**src/core/t16wm_consts.svh**
```systemverilog
// t16wm_consts.svh: offsets, fields, modes and fixed tops of the waveform timer
// assumes a 32-bit classic wishbone slave, byte addresses, one word per register
// Contract
// - counter and flags run on clk_in; the timer tick is only an enable.
// - nonzero output-mode field hands the pin over to the waveform output.
// - pin driver enabled only when the direction bit selects output.
// - non-pwm: code 0 off, 1 toggle, 2 clear, 3 set on match.
// - fast pwm: code 2 clears on match, sets at bottom; code 3 inverse.
// - fast pwm code 1 toggles channel a only in modes 14, 15.
// - fast pwm codes 2, 3 with compare at top: match ignored, action done at top.
// - dual-slope code 1 toggles channel a only in modes 9, 11.
// - dual-slope code 2 clears on up match, sets on down; code 3 inverse.
// - mode field is high bits of control b over low bits of control a.
// - modes 0, 4, 12: tops max, compare a, capture; immediate load; flag at max.
// - modes 1-3, 10, 11: phase correct; load at top; flag at bottom.
// - modes 8, 9: capture or compare a top; load and flag at bottom.
// - modes 5-7, 14, 15: fast pwm; load at bottom; flag at top.
// - dual-slope compare at bottom stays low, at top stays high.
`ifndef T16WM_CONSTS_SVH
`define T16WM_CONSTS_SVH
`define T16WM_A_CTLA 8'h00
`define T16WM_A_CTLB 8'h04
`define T16WM_A_CMPA 8'h08
`define T16WM_A_CMPB 8'h0c
`define T16WM_A_CAPT 8'h10
`define T16WM_A_CNT  8'h14
`define T16WM_A_STAT 8'h18
`define T16WM_A_CLR  8'h1c
`define T16WM_A_IEN  8'h20
`define T16WM_A_DIR  8'h24
`define T16WM_F_COMA 7:6
`define T16WM_F_COMB 5:4
`define T16WM_F_WLO  1:0
`define T16WM_F_WHI  4:3
`define T16WM_I_OVF  0
`define T16WM_I_MA   1
`define T16WM_I_MB   2
`define T16WM_M_NORM 4'h0
`define T16WM_M_PC8  4'h1
`define T16WM_M_PC9  4'h2
`define T16WM_M_PC10 4'h3
`define T16WM_M_CTCA 4'h4
`define T16WM_M_FP8  4'h5
`define T16WM_M_FP9  4'h6
`define T16WM_M_FP10 4'h7
`define T16WM_M_PFCI 4'h8
`define T16WM_M_PFCA 4'h9
`define T16WM_M_PCI  4'ha
`define T16WM_M_PCA  4'hb
`define T16WM_M_CTCI 4'hc
`define T16WM_M_RSVD 4'hd
`define T16WM_M_FPI  4'he
`define T16WM_M_FPA  4'hf
`define T16WM_TOP8   16'h00ff
`define T16WM_TOP9   16'h01ff
`define T16WM_TOP10  16'h03ff
`define T16WM_MAX    16'hffff
`define T16WM_BOT    16'h0000
`define T16WM_C_OFF  2'h0
`define T16WM_C_TGL  2'h1
`define T16WM_C_CLR  2'h2
`define T16WM_C_SET  2'h3
`endif

```
**src/core/t16wm_pkg.sv**
```systemverilog
// t16wm_pkg: types of the waveform timer
// assumes the constants header is included by every user
package t16wm_pkg;
  typedef enum logic [2:0] {
    T16WM_K_NORM = 3'b000,
    T16WM_K_CTC  = 3'b001,
    T16WM_K_PC   = 3'b010,
    T16WM_K_PFC  = 3'b011,
    T16WM_K_FAST = 3'b100,
    T16WM_K_RSVD = 3'b101
  } t16wm_kind_t;
  typedef enum logic {
    T16WM_DOWN = 1'b0,
    T16WM_UP   = 1'b1
  } t16wm_dir_t;
endpackage : t16wm_pkg

```
**src/core/t16wm_chan.sv**
```systemverilog
// t16wm_chan: one compare output channel, level held in a flip-flop
// assumes match, top and direction strobes from the counter in the same cycle
`timescale 1ns/1ps
`include "t16wm_consts.svh"
module t16wm_chan (
  input  logic                    clk_in,
  input  logic                    nrst_in,
  input  logic                    tick_in,
  input  t16wm_pkg::t16wm_kind_t  kind_in,
  input  logic [1:0]              com_in,
  input  logic                    toggle_ok_in,
  input  logic                    match_in,
  input  logic                    at_top_in,
  input  logic                    ocr_top_in,
  input  logic                    up_in,
  output logic                    wave_out
);
  logic wave_q;
  logic wave_d;
  logic dual_w;
  assign dual_w = (kind_in == t16wm_pkg::T16WM_K_PC) || (kind_in == t16wm_pkg::T16WM_K_PFC);
  always_comb begin
    wave_d = wave_q;
    if (tick_in && (com_in != `T16WM_C_OFF)) begin
      if (kind_in == t16wm_pkg::T16WM_K_FAST) begin
        if (at_top_in && com_in[1]) begin
          wave_d = ~com_in[0];
        end else if (match_in && !(ocr_top_in && com_in[1])) begin
          if (com_in[1]) begin
            wave_d = com_in[0];
          end else if (toggle_ok_in) begin
            wave_d = ~wave_q;
          end
        end
      end else if (dual_w) begin
        if (match_in && com_in[1]) begin
          wave_d = up_in ? com_in[0] : ~com_in[0];
        end else if (match_in && toggle_ok_in) begin
          wave_d = ~wave_q;
        end
      end else if (match_in) begin
        wave_d = com_in[1] ? com_in[0] : ~wave_q;
      end
    end
  end
  always_ff @(posedge clk_in or negedge nrst_in) begin
    if (!nrst_in) begin
      wave_q <= 1'b0;
    end else begin
      wave_q <= wave_d;
    end
  end
  assign wave_out = wave_q;
endmodule : t16wm_chan

```
**src/core/t16wm_top.sv**
```systemverilog
// t16wm_top: 16-bit timer waveform modes, two compare outputs, wishbone registers
// assumes classic single-cycle wishbone master and a one-cycle timer tick input
//
// The Wishbone slave port and the placing of the registers were decided locally.
`timescale 1ns/1ps
`include "t16wm_consts.svh"
module t16wm_top (
  input  logic        clk_in,
  input  logic        nrst_in,
  input  logic        timer_tick_enable_in,
  input  logic        wb_cyc_in,
  input  logic        wb_stb_in,
  input  logic        wb_we_in,
  input  logic [7:0]  wb_adr_in,
  input  logic [3:0]  wb_sel_in,
  input  logic [31:0] wb_dat_in,
  output logic [31:0] wb_dat_out,
  output logic        wb_ack_out,
  output logic        irq_out,
  output logic        chan_a_wave_out,
  output logic        chan_a_override_out,
  output logic        chan_a_oe_n_out,
  output logic        chan_b_wave_out,
  output logic        chan_b_override_out,
  output logic        chan_b_oe_n_out
);
  function automatic t16wm_pkg::t16wm_kind_t mode_kind(input logic [3:0] m);
    case (m)
      `T16WM_M_NORM: mode_kind = t16wm_pkg::T16WM_K_NORM;
      `T16WM_M_CTCA, `T16WM_M_CTCI: mode_kind = t16wm_pkg::T16WM_K_CTC;
      `T16WM_M_PFCI, `T16WM_M_PFCA: mode_kind = t16wm_pkg::T16WM_K_PFC;
      `T16WM_M_FP8, `T16WM_M_FP9, `T16WM_M_FP10, `T16WM_M_FPI, `T16WM_M_FPA:
        mode_kind = t16wm_pkg::T16WM_K_FAST;
      `T16WM_M_RSVD: mode_kind = t16wm_pkg::T16WM_K_RSVD;
      default: mode_kind = t16wm_pkg::T16WM_K_PC;
    endcase
  endfunction : mode_kind

  function automatic logic [15:0] mode_top(input logic [3:0] m, input logic [15:0] ca,
                                           input logic [15:0] cap);
    case (m)
      `T16WM_M_PC8, `T16WM_M_FP8:   mode_top = `T16WM_TOP8;
      `T16WM_M_PC9, `T16WM_M_FP9:   mode_top = `T16WM_TOP9;
      `T16WM_M_PC10, `T16WM_M_FP10: mode_top = `T16WM_TOP10;
      `T16WM_M_CTCA, `T16WM_M_PFCA, `T16WM_M_PCA, `T16WM_M_FPA: mode_top = ca;
      `T16WM_M_CTCI, `T16WM_M_PFCI, `T16WM_M_PCI, `T16WM_M_FPI: mode_top = cap;
      default: mode_top = `T16WM_MAX;
    endcase
  endfunction : mode_top

  function automatic logic [15:0] merge16(input logic [15:0] old, input logic [31:0] d,
                                          input logic [3:0] sel);
    merge16 = {sel[1] ? d[15:8] : old[15:8], sel[0] ? d[7:0] : old[7:0]};
  endfunction : merge16

  // register file
  logic [1:0]  com_a_q, com_a_d, com_b_q, com_b_d;
  logic [1:0]  wlo_q, wlo_d, whi_q, whi_d;
  logic [15:0] bufa_q, bufa_d, bufb_q, bufb_d, icr_q, icr_d;
  logic [1:0]  dir_bits_q, dir_bits_d;
  logic [2:0]  ien_q, ien_d;
  logic        wr_w, wr_cnt;
  logic [2:0]  clr_w;

  // counter state
  logic [15:0]            cnt_q, cnt_d, ocra_q, ocra_d, ocrb_q, ocrb_d;
  t16wm_pkg::t16wm_dir_t  cdir_q, cdir_d;
  logic [2:0]             stat_q, stat_d, ev_w;

  // bus and pins
  logic        ack_q, ack_d;
  logic [31:0] rdat_q, rdat_d;
  logic        irq_q, irq_d;
  logic        ova_q, ova_d, ovb_q, ovb_d, oea_q, oea_d, oeb_q, oeb_d;

  logic [3:0]             mode_w;
  t16wm_pkg::t16wm_kind_t kind_w;
  logic [15:0]            top_w;
  logic                   tick, dual_w, imm_w, at_top, at_bot, up_w;
  logic                   match_a, match_b, load_w, tgl_a, tgl_b;

  assign mode_w = {whi_q, wlo_q};
  assign kind_w = mode_kind(mode_w);
  assign top_w  = mode_top(mode_w, ocra_q, icr_q);
  assign tick   = timer_tick_enable_in;
  assign dual_w = (kind_w == t16wm_pkg::T16WM_K_PC) || (kind_w == t16wm_pkg::T16WM_K_PFC);
  assign imm_w  = (kind_w == t16wm_pkg::T16WM_K_NORM) || (kind_w == t16wm_pkg::T16WM_K_CTC)
               || (kind_w == t16wm_pkg::T16WM_K_RSVD);
  assign at_top = (cnt_q == top_w);
  assign at_bot = (cnt_q == `T16WM_BOT) && (cdir_q == t16wm_pkg::T16WM_DOWN);
  // top counts as falling, bottom as rising: keeps extreme compares steady
  assign up_w   = (cnt_q == `T16WM_BOT)
               || ((cdir_q == t16wm_pkg::T16WM_UP) && (cnt_q < top_w));
  assign match_a = (cnt_q == ocra_q);
  assign match_b = (cnt_q == ocrb_q);
  assign tgl_a = imm_w
              || ((kind_w == t16wm_pkg::T16WM_K_FAST)
                  && ((mode_w == `T16WM_M_FPI) || (mode_w == `T16WM_M_FPA)))
              || (dual_w && ((mode_w == `T16WM_M_PFCA) || (mode_w == `T16WM_M_PCA)));
  assign tgl_b = imm_w;

  // wishbone: write lands on the edge that sees ack high
  assign wr_w   = wb_cyc_in && wb_stb_in && wb_we_in && ack_q;
  assign wr_cnt = wr_w && (wb_adr_in == `T16WM_A_CNT);
  assign clr_w  = (wr_w && (wb_adr_in == `T16WM_A_CLR) && wb_sel_in[0]) ? wb_dat_in[2:0] : 3'h0;

  always_comb begin
    com_a_d = com_a_q;
    com_b_d = com_b_q;
    wlo_d = wlo_q;
    whi_d = whi_q;
    bufa_d = bufa_q;
    bufb_d = bufb_q;
    icr_d = icr_q;
    dir_bits_d = dir_bits_q;
    ien_d = ien_q;
    if (wr_w) begin
      if (wb_adr_in == `T16WM_A_CTLA && wb_sel_in[0]) begin
        com_a_d = wb_dat_in[`T16WM_F_COMA];
        com_b_d = wb_dat_in[`T16WM_F_COMB];
        wlo_d = wb_dat_in[`T16WM_F_WLO];
      end else if (wb_adr_in == `T16WM_A_CTLB && wb_sel_in[0]) begin
        whi_d = wb_dat_in[`T16WM_F_WHI];
      end else if (wb_adr_in == `T16WM_A_CMPA) begin
        bufa_d = merge16(bufa_q, wb_dat_in, wb_sel_in);
      end else if (wb_adr_in == `T16WM_A_CMPB) begin
        bufb_d = merge16(bufb_q, wb_dat_in, wb_sel_in);
      end else if (wb_adr_in == `T16WM_A_CAPT) begin
        icr_d = merge16(icr_q, wb_dat_in, wb_sel_in);
      end else if (wb_adr_in == `T16WM_A_IEN && wb_sel_in[0]) begin
        ien_d = wb_dat_in[2:0];
      end else if (wb_adr_in == `T16WM_A_DIR && wb_sel_in[0]) begin
        dir_bits_d = wb_dat_in[1:0];
      end
    end
  end

  always_ff @(posedge clk_in or negedge nrst_in) begin
    if (!nrst_in) begin
      com_a_q <= `T16WM_C_OFF;
      com_b_q <= `T16WM_C_OFF;
      wlo_q <= 2'h0;
      whi_q <= 2'h0;
      bufa_q <= `T16WM_BOT;
      bufb_q <= `T16WM_BOT;
      icr_q <= `T16WM_BOT;
      dir_bits_q <= 2'h0;
      ien_q <= 3'h0;
    end else begin
      com_a_q <= com_a_d;
      com_b_q <= com_b_d;
      wlo_q <= wlo_d;
      whi_q <= whi_d;
      bufa_q <= bufa_d;
      bufb_q <= bufb_d;
      icr_q <= icr_d;
      dir_bits_q <= dir_bits_d;
      ien_q <= ien_d;
    end
  end

  // counter, double buffers and flags
  always_comb begin
    cnt_d = cnt_q;
    cdir_d = cdir_q;
    load_w = 1'b0;
    ev_w = 3'h0;
    if (tick) begin
      if (dual_w) begin
        if ((cdir_q == t16wm_pkg::T16WM_UP) && (cnt_q >= top_w)) begin
          cdir_d = t16wm_pkg::T16WM_DOWN;
          cnt_d = cnt_q - 16'h0001;
          load_w = (kind_w == t16wm_pkg::T16WM_K_PC);
        end else if (at_bot) begin
          cdir_d = t16wm_pkg::T16WM_UP;
          cnt_d = cnt_q + 16'h0001;
          load_w = (kind_w == t16wm_pkg::T16WM_K_PFC);
          ev_w[`T16WM_I_OVF] = 1'b1;
        end else begin
          cnt_d = (cdir_q == t16wm_pkg::T16WM_UP) ? cnt_q + 16'h0001 : cnt_q - 16'h0001;
        end
      end else begin
        cdir_d = t16wm_pkg::T16WM_UP;
        cnt_d = at_top ? `T16WM_BOT : cnt_q + 16'h0001;
        if (kind_w == t16wm_pkg::T16WM_K_FAST) begin
          load_w = at_top;
          ev_w[`T16WM_I_OVF] = at_top;
        end else begin
          ev_w[`T16WM_I_OVF] = (cnt_q == `T16WM_MAX);
        end
      end
      ev_w[`T16WM_I_MA] = match_a;
      ev_w[`T16WM_I_MB] = match_b;
    end
    if (wr_cnt) begin
      cnt_d = merge16(cnt_q, wb_dat_in, wb_sel_in);
    end
    ocra_d = (imm_w || load_w) ? bufa_q : ocra_q;
    ocrb_d = (imm_w || load_w) ? bufb_q : ocrb_q;
    stat_d = (stat_q & ~clr_w) | ev_w;
  end

  always_ff @(posedge clk_in or negedge nrst_in) begin
    if (!nrst_in) begin
      cnt_q <= `T16WM_BOT;
      cdir_q <= t16wm_pkg::T16WM_UP;
      ocra_q <= `T16WM_BOT;
      ocrb_q <= `T16WM_BOT;
      stat_q <= 3'h0;
    end else begin
      cnt_q <= cnt_d;
      cdir_q <= cdir_d;
      ocra_q <= ocra_d;
      ocrb_q <= ocrb_d;
      stat_q <= stat_d;
    end
  end

  // bus answer, pin control, interrupt
  always_comb begin
    ack_d = wb_cyc_in && wb_stb_in && !ack_q;
    rdat_d = rdat_q;
    if (ack_d) begin
      if (wb_adr_in == `T16WM_A_CTLA) begin
        rdat_d = {24'h0, com_a_q, com_b_q, 2'h0, wlo_q};
      end else if (wb_adr_in == `T16WM_A_CTLB) begin
        rdat_d = {27'h0, whi_q, 3'h0};
      end else if (wb_adr_in == `T16WM_A_CMPA) begin
        rdat_d = {16'h0, bufa_q};
      end else if (wb_adr_in == `T16WM_A_CMPB) begin
        rdat_d = {16'h0, bufb_q};
      end else if (wb_adr_in == `T16WM_A_CAPT) begin
        rdat_d = {16'h0, icr_q};
      end else if (wb_adr_in == `T16WM_A_CNT) begin
        rdat_d = {16'h0, cnt_q};
      end else if (wb_adr_in == `T16WM_A_STAT) begin
        rdat_d = {29'h0, stat_q};
      end else if (wb_adr_in == `T16WM_A_IEN) begin
        rdat_d = {29'h0, ien_q};
      end else if (wb_adr_in == `T16WM_A_DIR) begin
        rdat_d = {30'h0, dir_bits_q};
      end else begin
        rdat_d = 32'h0;
      end
    end
    ova_d = |com_a_q;
    ovb_d = |com_b_q;
    oea_d = !((|com_a_q) && dir_bits_q[0]);
    oeb_d = !((|com_b_q) && dir_bits_q[1]);
    irq_d = |(stat_q & ien_q);
  end

  always_ff @(posedge clk_in or negedge nrst_in) begin
    if (!nrst_in) begin
      ack_q <= 1'b0;
      rdat_q <= 32'h0;
      ova_q <= 1'b0;
      ovb_q <= 1'b0;
      oea_q <= 1'b1;
      oeb_q <= 1'b1;
      irq_q <= 1'b0;
    end else begin
      ack_q <= ack_d;
      rdat_q <= rdat_d;
      ova_q <= ova_d;
      ovb_q <= ovb_d;
      oea_q <= oea_d;
      oeb_q <= oeb_d;
      irq_q <= irq_d;
    end
  end

  assign wb_ack_out = ack_q;
  assign wb_dat_out = rdat_q;
  assign irq_out = irq_q;
  assign chan_a_override_out = ova_q;
  assign chan_b_override_out = ovb_q;
  assign chan_a_oe_n_out = oea_q;
  assign chan_b_oe_n_out = oeb_q;

  t16wm_chan u_chan_a (
    .clk_in       (clk_in),
    .nrst_in      (nrst_in),
    .tick_in      (tick),
    .kind_in      (kind_w),
    .com_in       (com_a_q),
    .toggle_ok_in (tgl_a),
    .match_in     (match_a),
    .at_top_in    (at_top),
    .ocr_top_in   (ocra_q == top_w),
    .up_in        (up_w),
    .wave_out     (chan_a_wave_out)
  );

  t16wm_chan u_chan_b (
    .clk_in       (clk_in),
    .nrst_in      (nrst_in),
    .tick_in      (tick),
    .kind_in      (kind_w),
    .com_in       (com_b_q),
    .toggle_ok_in (tgl_b),
    .match_in     (match_b),
    .at_top_in    (at_top),
    .ocr_top_in   (ocrb_q == top_w),
    .up_in        (up_w),
    .wave_out     (chan_b_wave_out)
  );
endmodule : t16wm_top

```
**config.mk**
```make
export PLATFORM = sky130hd
export DESIGN_NAME = t16wm_top
export DESIGN_NICKNAME = d
export VERILOG_FILES = /design/src/core/t16wm_pkg.sv /design/src/core/t16wm_chan.sv /design/src/core/t16wm_top.sv
export VERILOG_INCLUDE_DIRS = /design/src /design/src/core
export SDC_FILE = /design/constraint.sdc
export NUM_CORES = 1
export LEC_CHECK = 0
export BUFFER_PORTS_ARGS = -buffer_cell sky130_fd_sc_hd__buf_4
export CORE_MARGIN = 4
export CORE_UTILIZATION = 54
export CTS_CLUSTER_DIAMETER = 80
export CTS_CLUSTER_SIZE = 8
export DETAILED_ROUTE_END_ITERATION = 8
export PLACE_DENSITY = 0.88
export REMOVE_ABC_BUFFERS = 1
export SYNTH_ARGS = -nofsm -noshare
export SYNTH_HDL_FRONTEND = slang
export SYNTH_SLANG_ARGS = --single-unit
```
**constraint.sdc**
```tcl
create_clock -name clk_in -period 3.66 [get_ports clk_in]
set_input_delay 1.098 -clock clk_in [delete_from_list [all_inputs] [get_ports clk_in]]
set_output_delay 1.098 -clock clk_in [all_outputs]
set_load 0.005 [all_outputs]
```
==> results of run 1 <==
[how the worst max path moves through the flow]
stage	endpoint	slack [ns]	cells past startpoint
6_report	cnt_q[9]	0.007	13
5_1_grt	u_chan_b.wave_out	-0.06	15
4_1_cts	cnt_q[3]	0.006	15
3_5_place_dp	cnt_q[3]	-0.07	15
3_3_place_gp	cnt_q[12]	0.06	14
2_1_floorplan	ocra_q[0]	-1.39	12
[final cells by class]
class	count	share of cell area
tap	216	0.02486
clock buffer	22	0.04362
sequential	137	0.3157
timing repair buffer	158	0.1153
inverter	20	0.007251
clock inverter	9	0.008171
multi-input combinational	720	0.4851
[layer usage]
layer | track usage | vias up | part of all wire
met5 | 0 | - | 0
met4 | 0.1232 | 0 | 0.045
met3 | 0.07353 | 121 | 0.11
met2 | 0.4896 | 611 | 0.46
met1 | 0.4107 | 4063 | 0.39
li1 | - | 3688 | -
[registers in the layout, indices dropped and copies added, names as in the netlist, 2 cells and up]
register / cells
ocrb_q: 16
dir_bits_q: 2
ocra_q: 16
com_a_q: 2
stat_q: 3
wlo_q: 2
bufb_q: 16
ien_q: 3
wb_dat_out: 16
icr_q: 16
cnt_q: 16
com_b_q: 2
bufa_q: 16
whi_q: 2
[power by group]
part           switching (mW)  total, mW  internal [mW]
Clock                   0.675       1.66          0.988
Combinational           0.378      0.649          0.271
Sequential             0.0890       1.64           1.55
Total                    1.14       3.95           2.81
[Yosys cell counts, drive strengths merged, types with 19 or more instances]
cell type  instances
nand4             20
nand2             87
inv               19
xnor2             41
clkbuf            38
nand3             27
o21ai             62
nor2              45
buf               37
a21oi             48
mux2             104
dfrtp            134
[cell families (layout without fill, tap and decap cells)]
group,after synthesis,count (layout),share of synthesized area
xor gates and xnor gates,45,45,0.04414
other,1,16,0.0004199
adders and majority gates,18,18,0.02522
buffers and inverters,95,209,0.05408
AOI/OAI and AO/OA,242,242,0.1840
and+or+nand+nor,281,281,0.1610
DFF,137,137,0.3843
muxes,118,118,0.1468
[timing repair]
| item | in CTS | in global routing |
|---|---|---|
| buffers inserted | 0 | 12 |
| pin swaps | 1 | 12 |
| endpoints found under the setup margin | 4 | 48 |
| gates resized for setup | 5 | 52 |
| hold buffers | 0 | 0 |
[per-stage QoR]
stage / hold slack, ns / utilization
2_1_floorplan: 0.3822 / -
3_3_place_gp: 0.4170 / 0.6228
3_5_place_dp: 0.4242 / 0.6228
4_1_cts: 0.4391 / 0.6589
5_1_grt: 0.4622 / 0.6770
6_report: 0.4438 / 0.6770
==> impl_metrics.ini, run 1 <==
[run_status]
status = completed

[layout]
n_antenna_cell = 0
layout_common_cells = buf_4 (149), dfrtp_1 (134), mux2_2 (102)
nets = 1122
drive_gt1_frac = 0.3208
stdcell_area_mm2 = 0.01087
syn2layout_area_growth_pct = 21.75
seq_area_mm2 = 0.003432
final_common_cell = buf_4
multi_input_area_mm2 = 0.005274
final_cell_count_no_fill = 1282
fillCellCount = 1219

[setup_path]
setup.worst_path.start = wlo_q[1]
arrival_ns = 3.95
timing.rr.start = wlo_q[1]
worstSetupPathType = reg2reg
reg2reg_depth = 13
cp_common_cell = buf_4
critPathBufInv = 2
slowest_delay_ns = 0.45
r2r-end = cnt_q[9]
slowest_stage = or4_4
crit_path_end_kind = register
rrSetupSlack_ns = 0.007
worstPathRequired_ns = 3.96
crit_chain = buf_4 > nand3b_1 > and3_1 > o21a_1 > ha_4 > nand4_1 > buf_4 > or4_4 > nand2_4 > o21bai_4 > or3_4 > a31o_1 > a221o_1
path_delay_family = simple AND/OR/NAND/NOR gates
worst-path-max-fanout = 21
worstSetupStartpointType = register

[worst_hold_path]
hold_depth = 1
min_to = chan_b_oe_n_out
min_path_type = reg2reg
min-delay-start = dir_bits_q[1]

[yosys]
yosysWarnings = 0
ys_seq_area_frac = 0.3843
synth_cells = 937
synth.area.top_cells = dfrtp_1 (38%), mux2_2 (13%), xnor2_1 (4.0%)
async_flop_share = 1.000
synth_cell_type_count = 82
synthFlopType = dfrtp_1
synth_area_leader_cell = dfrtp_1
synth.top_cell.area_share = 0.3755
synth-seq-cells = 137
synth.cell_area_mm2 = 0.008930
synth_edf_count = 0
syn_area_per_cell_um2 = 9.530

[global_route]
grt_pass1_vias = 8046
grt_pass1_wl_mm = 44.08
grt_max_degree = 60
grt_usage = 0.3094
antenna_found_initial = 0
grt_overflow = 0

[clocking]
clkTransAtPathRegs_ns = 0.06
cts_made_buffers = 17
cts.sinks = 137
htreeDepth = 4
clock-root-buffer = clkbuf_16
clk_path_buf_depth = 2
clock_latency_ns = 0.43
cts_tree = done

[timing]
fin_crit_sh = 0.9981
relSlewSlack = 0.5130
fin_crit_ns = 3.653
finalSetupViolCount = 0
tightestPinTransition_ns = 0.7279
rsz0062_at_grt = true
setup_tns_ns = 0
hold_violations = 0
fmax_mhz = 273.7
fin_skew_ns = 0.01259
slew_violations = 0
timing.final.ws_setup_ns = 0.006938

[pwr]
total_power_mw = 3.952
p_leak_nw = 4.811
ir_worst_vdd_uv = 323.4
powerDensity_mw_per_mm2 = 363.6

[place]
io_buffers = 55
place_area_mm2 = 0.01000
place_ws_ns = -0.07075
place_congestion = 1.055
dp.cells = 1239
hpwl_mm = 21.01

[floorplan]
die_w_um = 136.6
initial_core_util = 0.5561
rows = 46
dieArea_mm2 = 0.01866
ios = 90
core-area_mm2 = 0.01606
die_h_um = 136.6

[detailed_routing]
wl_mm = 28.97
wl_per_cell_um = 22.60
dr.pass1.iters = 6
drcViolationCount = 0
via_count = 8483
drt_iter0_drc = 1379
ant_nets = 0
via_per_inst = 6.617

[job]
maxCapViolCount = 0
(Power assumes the default switching activity.)
==> inputs of run 2 (changes only) <==
--- a/config.mk
+++ b/config.mk
@@ -7,6 +7,7 @@
 export NUM_CORES = 1
 export LEC_CHECK = 0
 export BUFFER_PORTS_ARGS = -buffer_cell sky130_fd_sc_hd__buf_4
+export CORE_ASPECT_RATIO = 1.75
 export CORE_MARGIN = 4
 export CORE_UTILIZATION = 54
 export CTS_CLUSTER_DIAMETER = 80
==> impl_metrics.ini, run 2 (synthesized netlist as in run 1, its figures left out) <==
[run_status]
status = completed

[job]
maxCapViolCount = 0

[timing]
fin_crit_ns = 3.607
rsz0062_at_grt = true
fin_crit_sh = 0.9854
setup_tns_ns = 0
hold_violations = 0
fmax_mhz = 277.3
hold_slack_ns = 0.4406
relSlewSlack = 0.5464
finalSetupViolCount = 0
slew_violations = 0
fin_skew_ns = 0.01115
tightestPinTransition_ns = 0.6784
timing.final.ws_setup_ns = 0.05343

[global_route]
grt_pass1_wl_mm = 47.20
grt_pass1_vias = 8685
antenna_found_initial = 0
grt_max_degree = 60
grt_overflow = 0
grt_usage = 0.3271

[clocking]
cts_made_buffers = 17
clock-root-buffer = clkbuf_16
clkTransAtPathRegs_ns = 0.07
cts.sinks = 137
clk_path_buf_depth = 2
clock_latency_ns = 0.43
cts_tree = done
htreeDepth = 4

[layout]
seq_area_mm2 = 0.003433
multi_input_area_mm2 = 0.005184
stdcell_area_mm2 = 0.01085
final_cell_count_no_fill = 1292
layout_common_cells = buf_4 (149), dfrtp_1 (133), mux2_2 (102)
final_common_cell = buf_4
nets = 1123
syn2layout_area_growth_pct = 21.52
final_util = 0.6630
fillCellCount = 1263
drive_gt1_frac = 0.3118
n_antenna_cell = 0

[setup_path]
arrival_ns = 3.91
worstSetupPathType = reg2reg
timing.rr.start = wlo_q[1]
crit_path_end_kind = register
worstPathRequired_ns = 3.97
worstSetupStartpointType = register
r2r-end = cnt_q[12]
reg2reg_depth = 14
rrSetupSlack_ns = 0.05
worst-path-max-fanout = 12

[place]
io_buffers = 55
dp.cells = 1256
hpwl_mm = 22.76
place_area_mm2 = 0.01009
place_congestion = 1.039
place_ws_ns = 0.02415

[detailed_routing]
via_count = 8579
dr.pass1.iters = 6
wl_mm = 30.74
wl_per_cell_um = 23.79
ant_nets = 0
via_per_inst = 6.640
drt_iter0_drc = 917
drcViolationCount = 0

[worst_hold_path]
min-delay-start = dir_bits_q[1]
min_path_type = reg2reg
min_to = chan_b_oe_n_out
hold_depth = 1

[floorplan]
core-area_mm2 = 0.01637
ios = 90
die_w_um = 105.2
initial_core_util = 0.5456
rows = 62
dieArea_mm2 = 0.01874
die_h_um = 178.1

[pwr]
total_power_mw = 4.048
p_leak_nw = 4.846
ir_worst_vdd_uv = 224.2
powerDensity_mw_per_mm2 = 373.1
## run 2: changes by cell type in the layout (fill, tap and decap cells not counted), sizes merged
cell	before	now
buf	158	159
bufinv	1	2
clkinvlp	4	3
inv	22	28
clkinv	2	0
clkbuf	22	19
## run 2: area by class of cell
cell class	count	share of cell area
Clock buffer	19	0.04082
Timing Repair Buffer	159	0.1178
Inverter	20	0.007264
Sequential cell	137	0.3164
Tap cell	224	0.02583
Clock inverter	13	0.01418
Multi-Input combinational cell	720	0.4777
## run 2: layer usage
metal / wire (um) / vias to the layer above / track usage / part of all wire
met5: 0 / - / 0 / 0
met4: 3295 / 0 / 0.2764 / 0.11
met3: 2256 / 207 / 0.04708 / 0.073
li1: - / 3703 / - / -
met2: 14780 / 593 / 0.5575 / 0.48
met1: 10400 / 4076 / 0.3552 / 0.34
## run 2: repair_timing
item | 4_1_cts | 5_1_grt
hold buffers | 0 | 0
hold endpoints to repair | 0 | 0
setup buffers | 0 | 4
gates resized for setup | 0 | 45
endpoints found under the setup margin | 0 | 49
## run 2: where the power goes
part           switching (mW)  total, mW  internal [mW]
sequential              0.109       1.66           1.55
combinational           0.349      0.617          0.268
clock                   0.730       1.77           1.04
## run 2: worst max-delay path by stage
| stage | startpoint | to | slack [ns] | depth (start not counted) |
|---|---|---|---|---|
| 6_report | wlo_q[1] | cnt_q[12] | 0.05 | 14 |
| 3_3_place_gp | wlo_q[0] | u_chan_b.wave_out | 0.04 | 14 |
| 4_1_cts | wlo_q[0] | u_chan_b.wave_out | 0.01 | 14 |
| 5_1_grt | wlo_q[0] | cnt_q[12] | -0.12 | 15 |
| 2_1_floorplan | whi_q[1] | ocra_q[0] | -1.39 | 12 |
| 3_5_place_dp | wlo_q[0] | u_chan_b.wave_out | 0.02 | 14 |
## run 2: worst max-delay path, cell delays in order (launching register included)
cell and delay, ns:
dfrtp_1 0.37, and2b_1 0.22, buf_12 0.15, o22ai_1 0.30, o2bb2ai_2 0.17, ha_1 0.27
buf_4 0.15, a21oi_1 0.22, a2111oi_2 0.11, nand4b_1 0.38, o21bai_4 0.31, buf_4 0.18
nand3_1 0.11, a31o_2 0.27, a221o_1 0.29
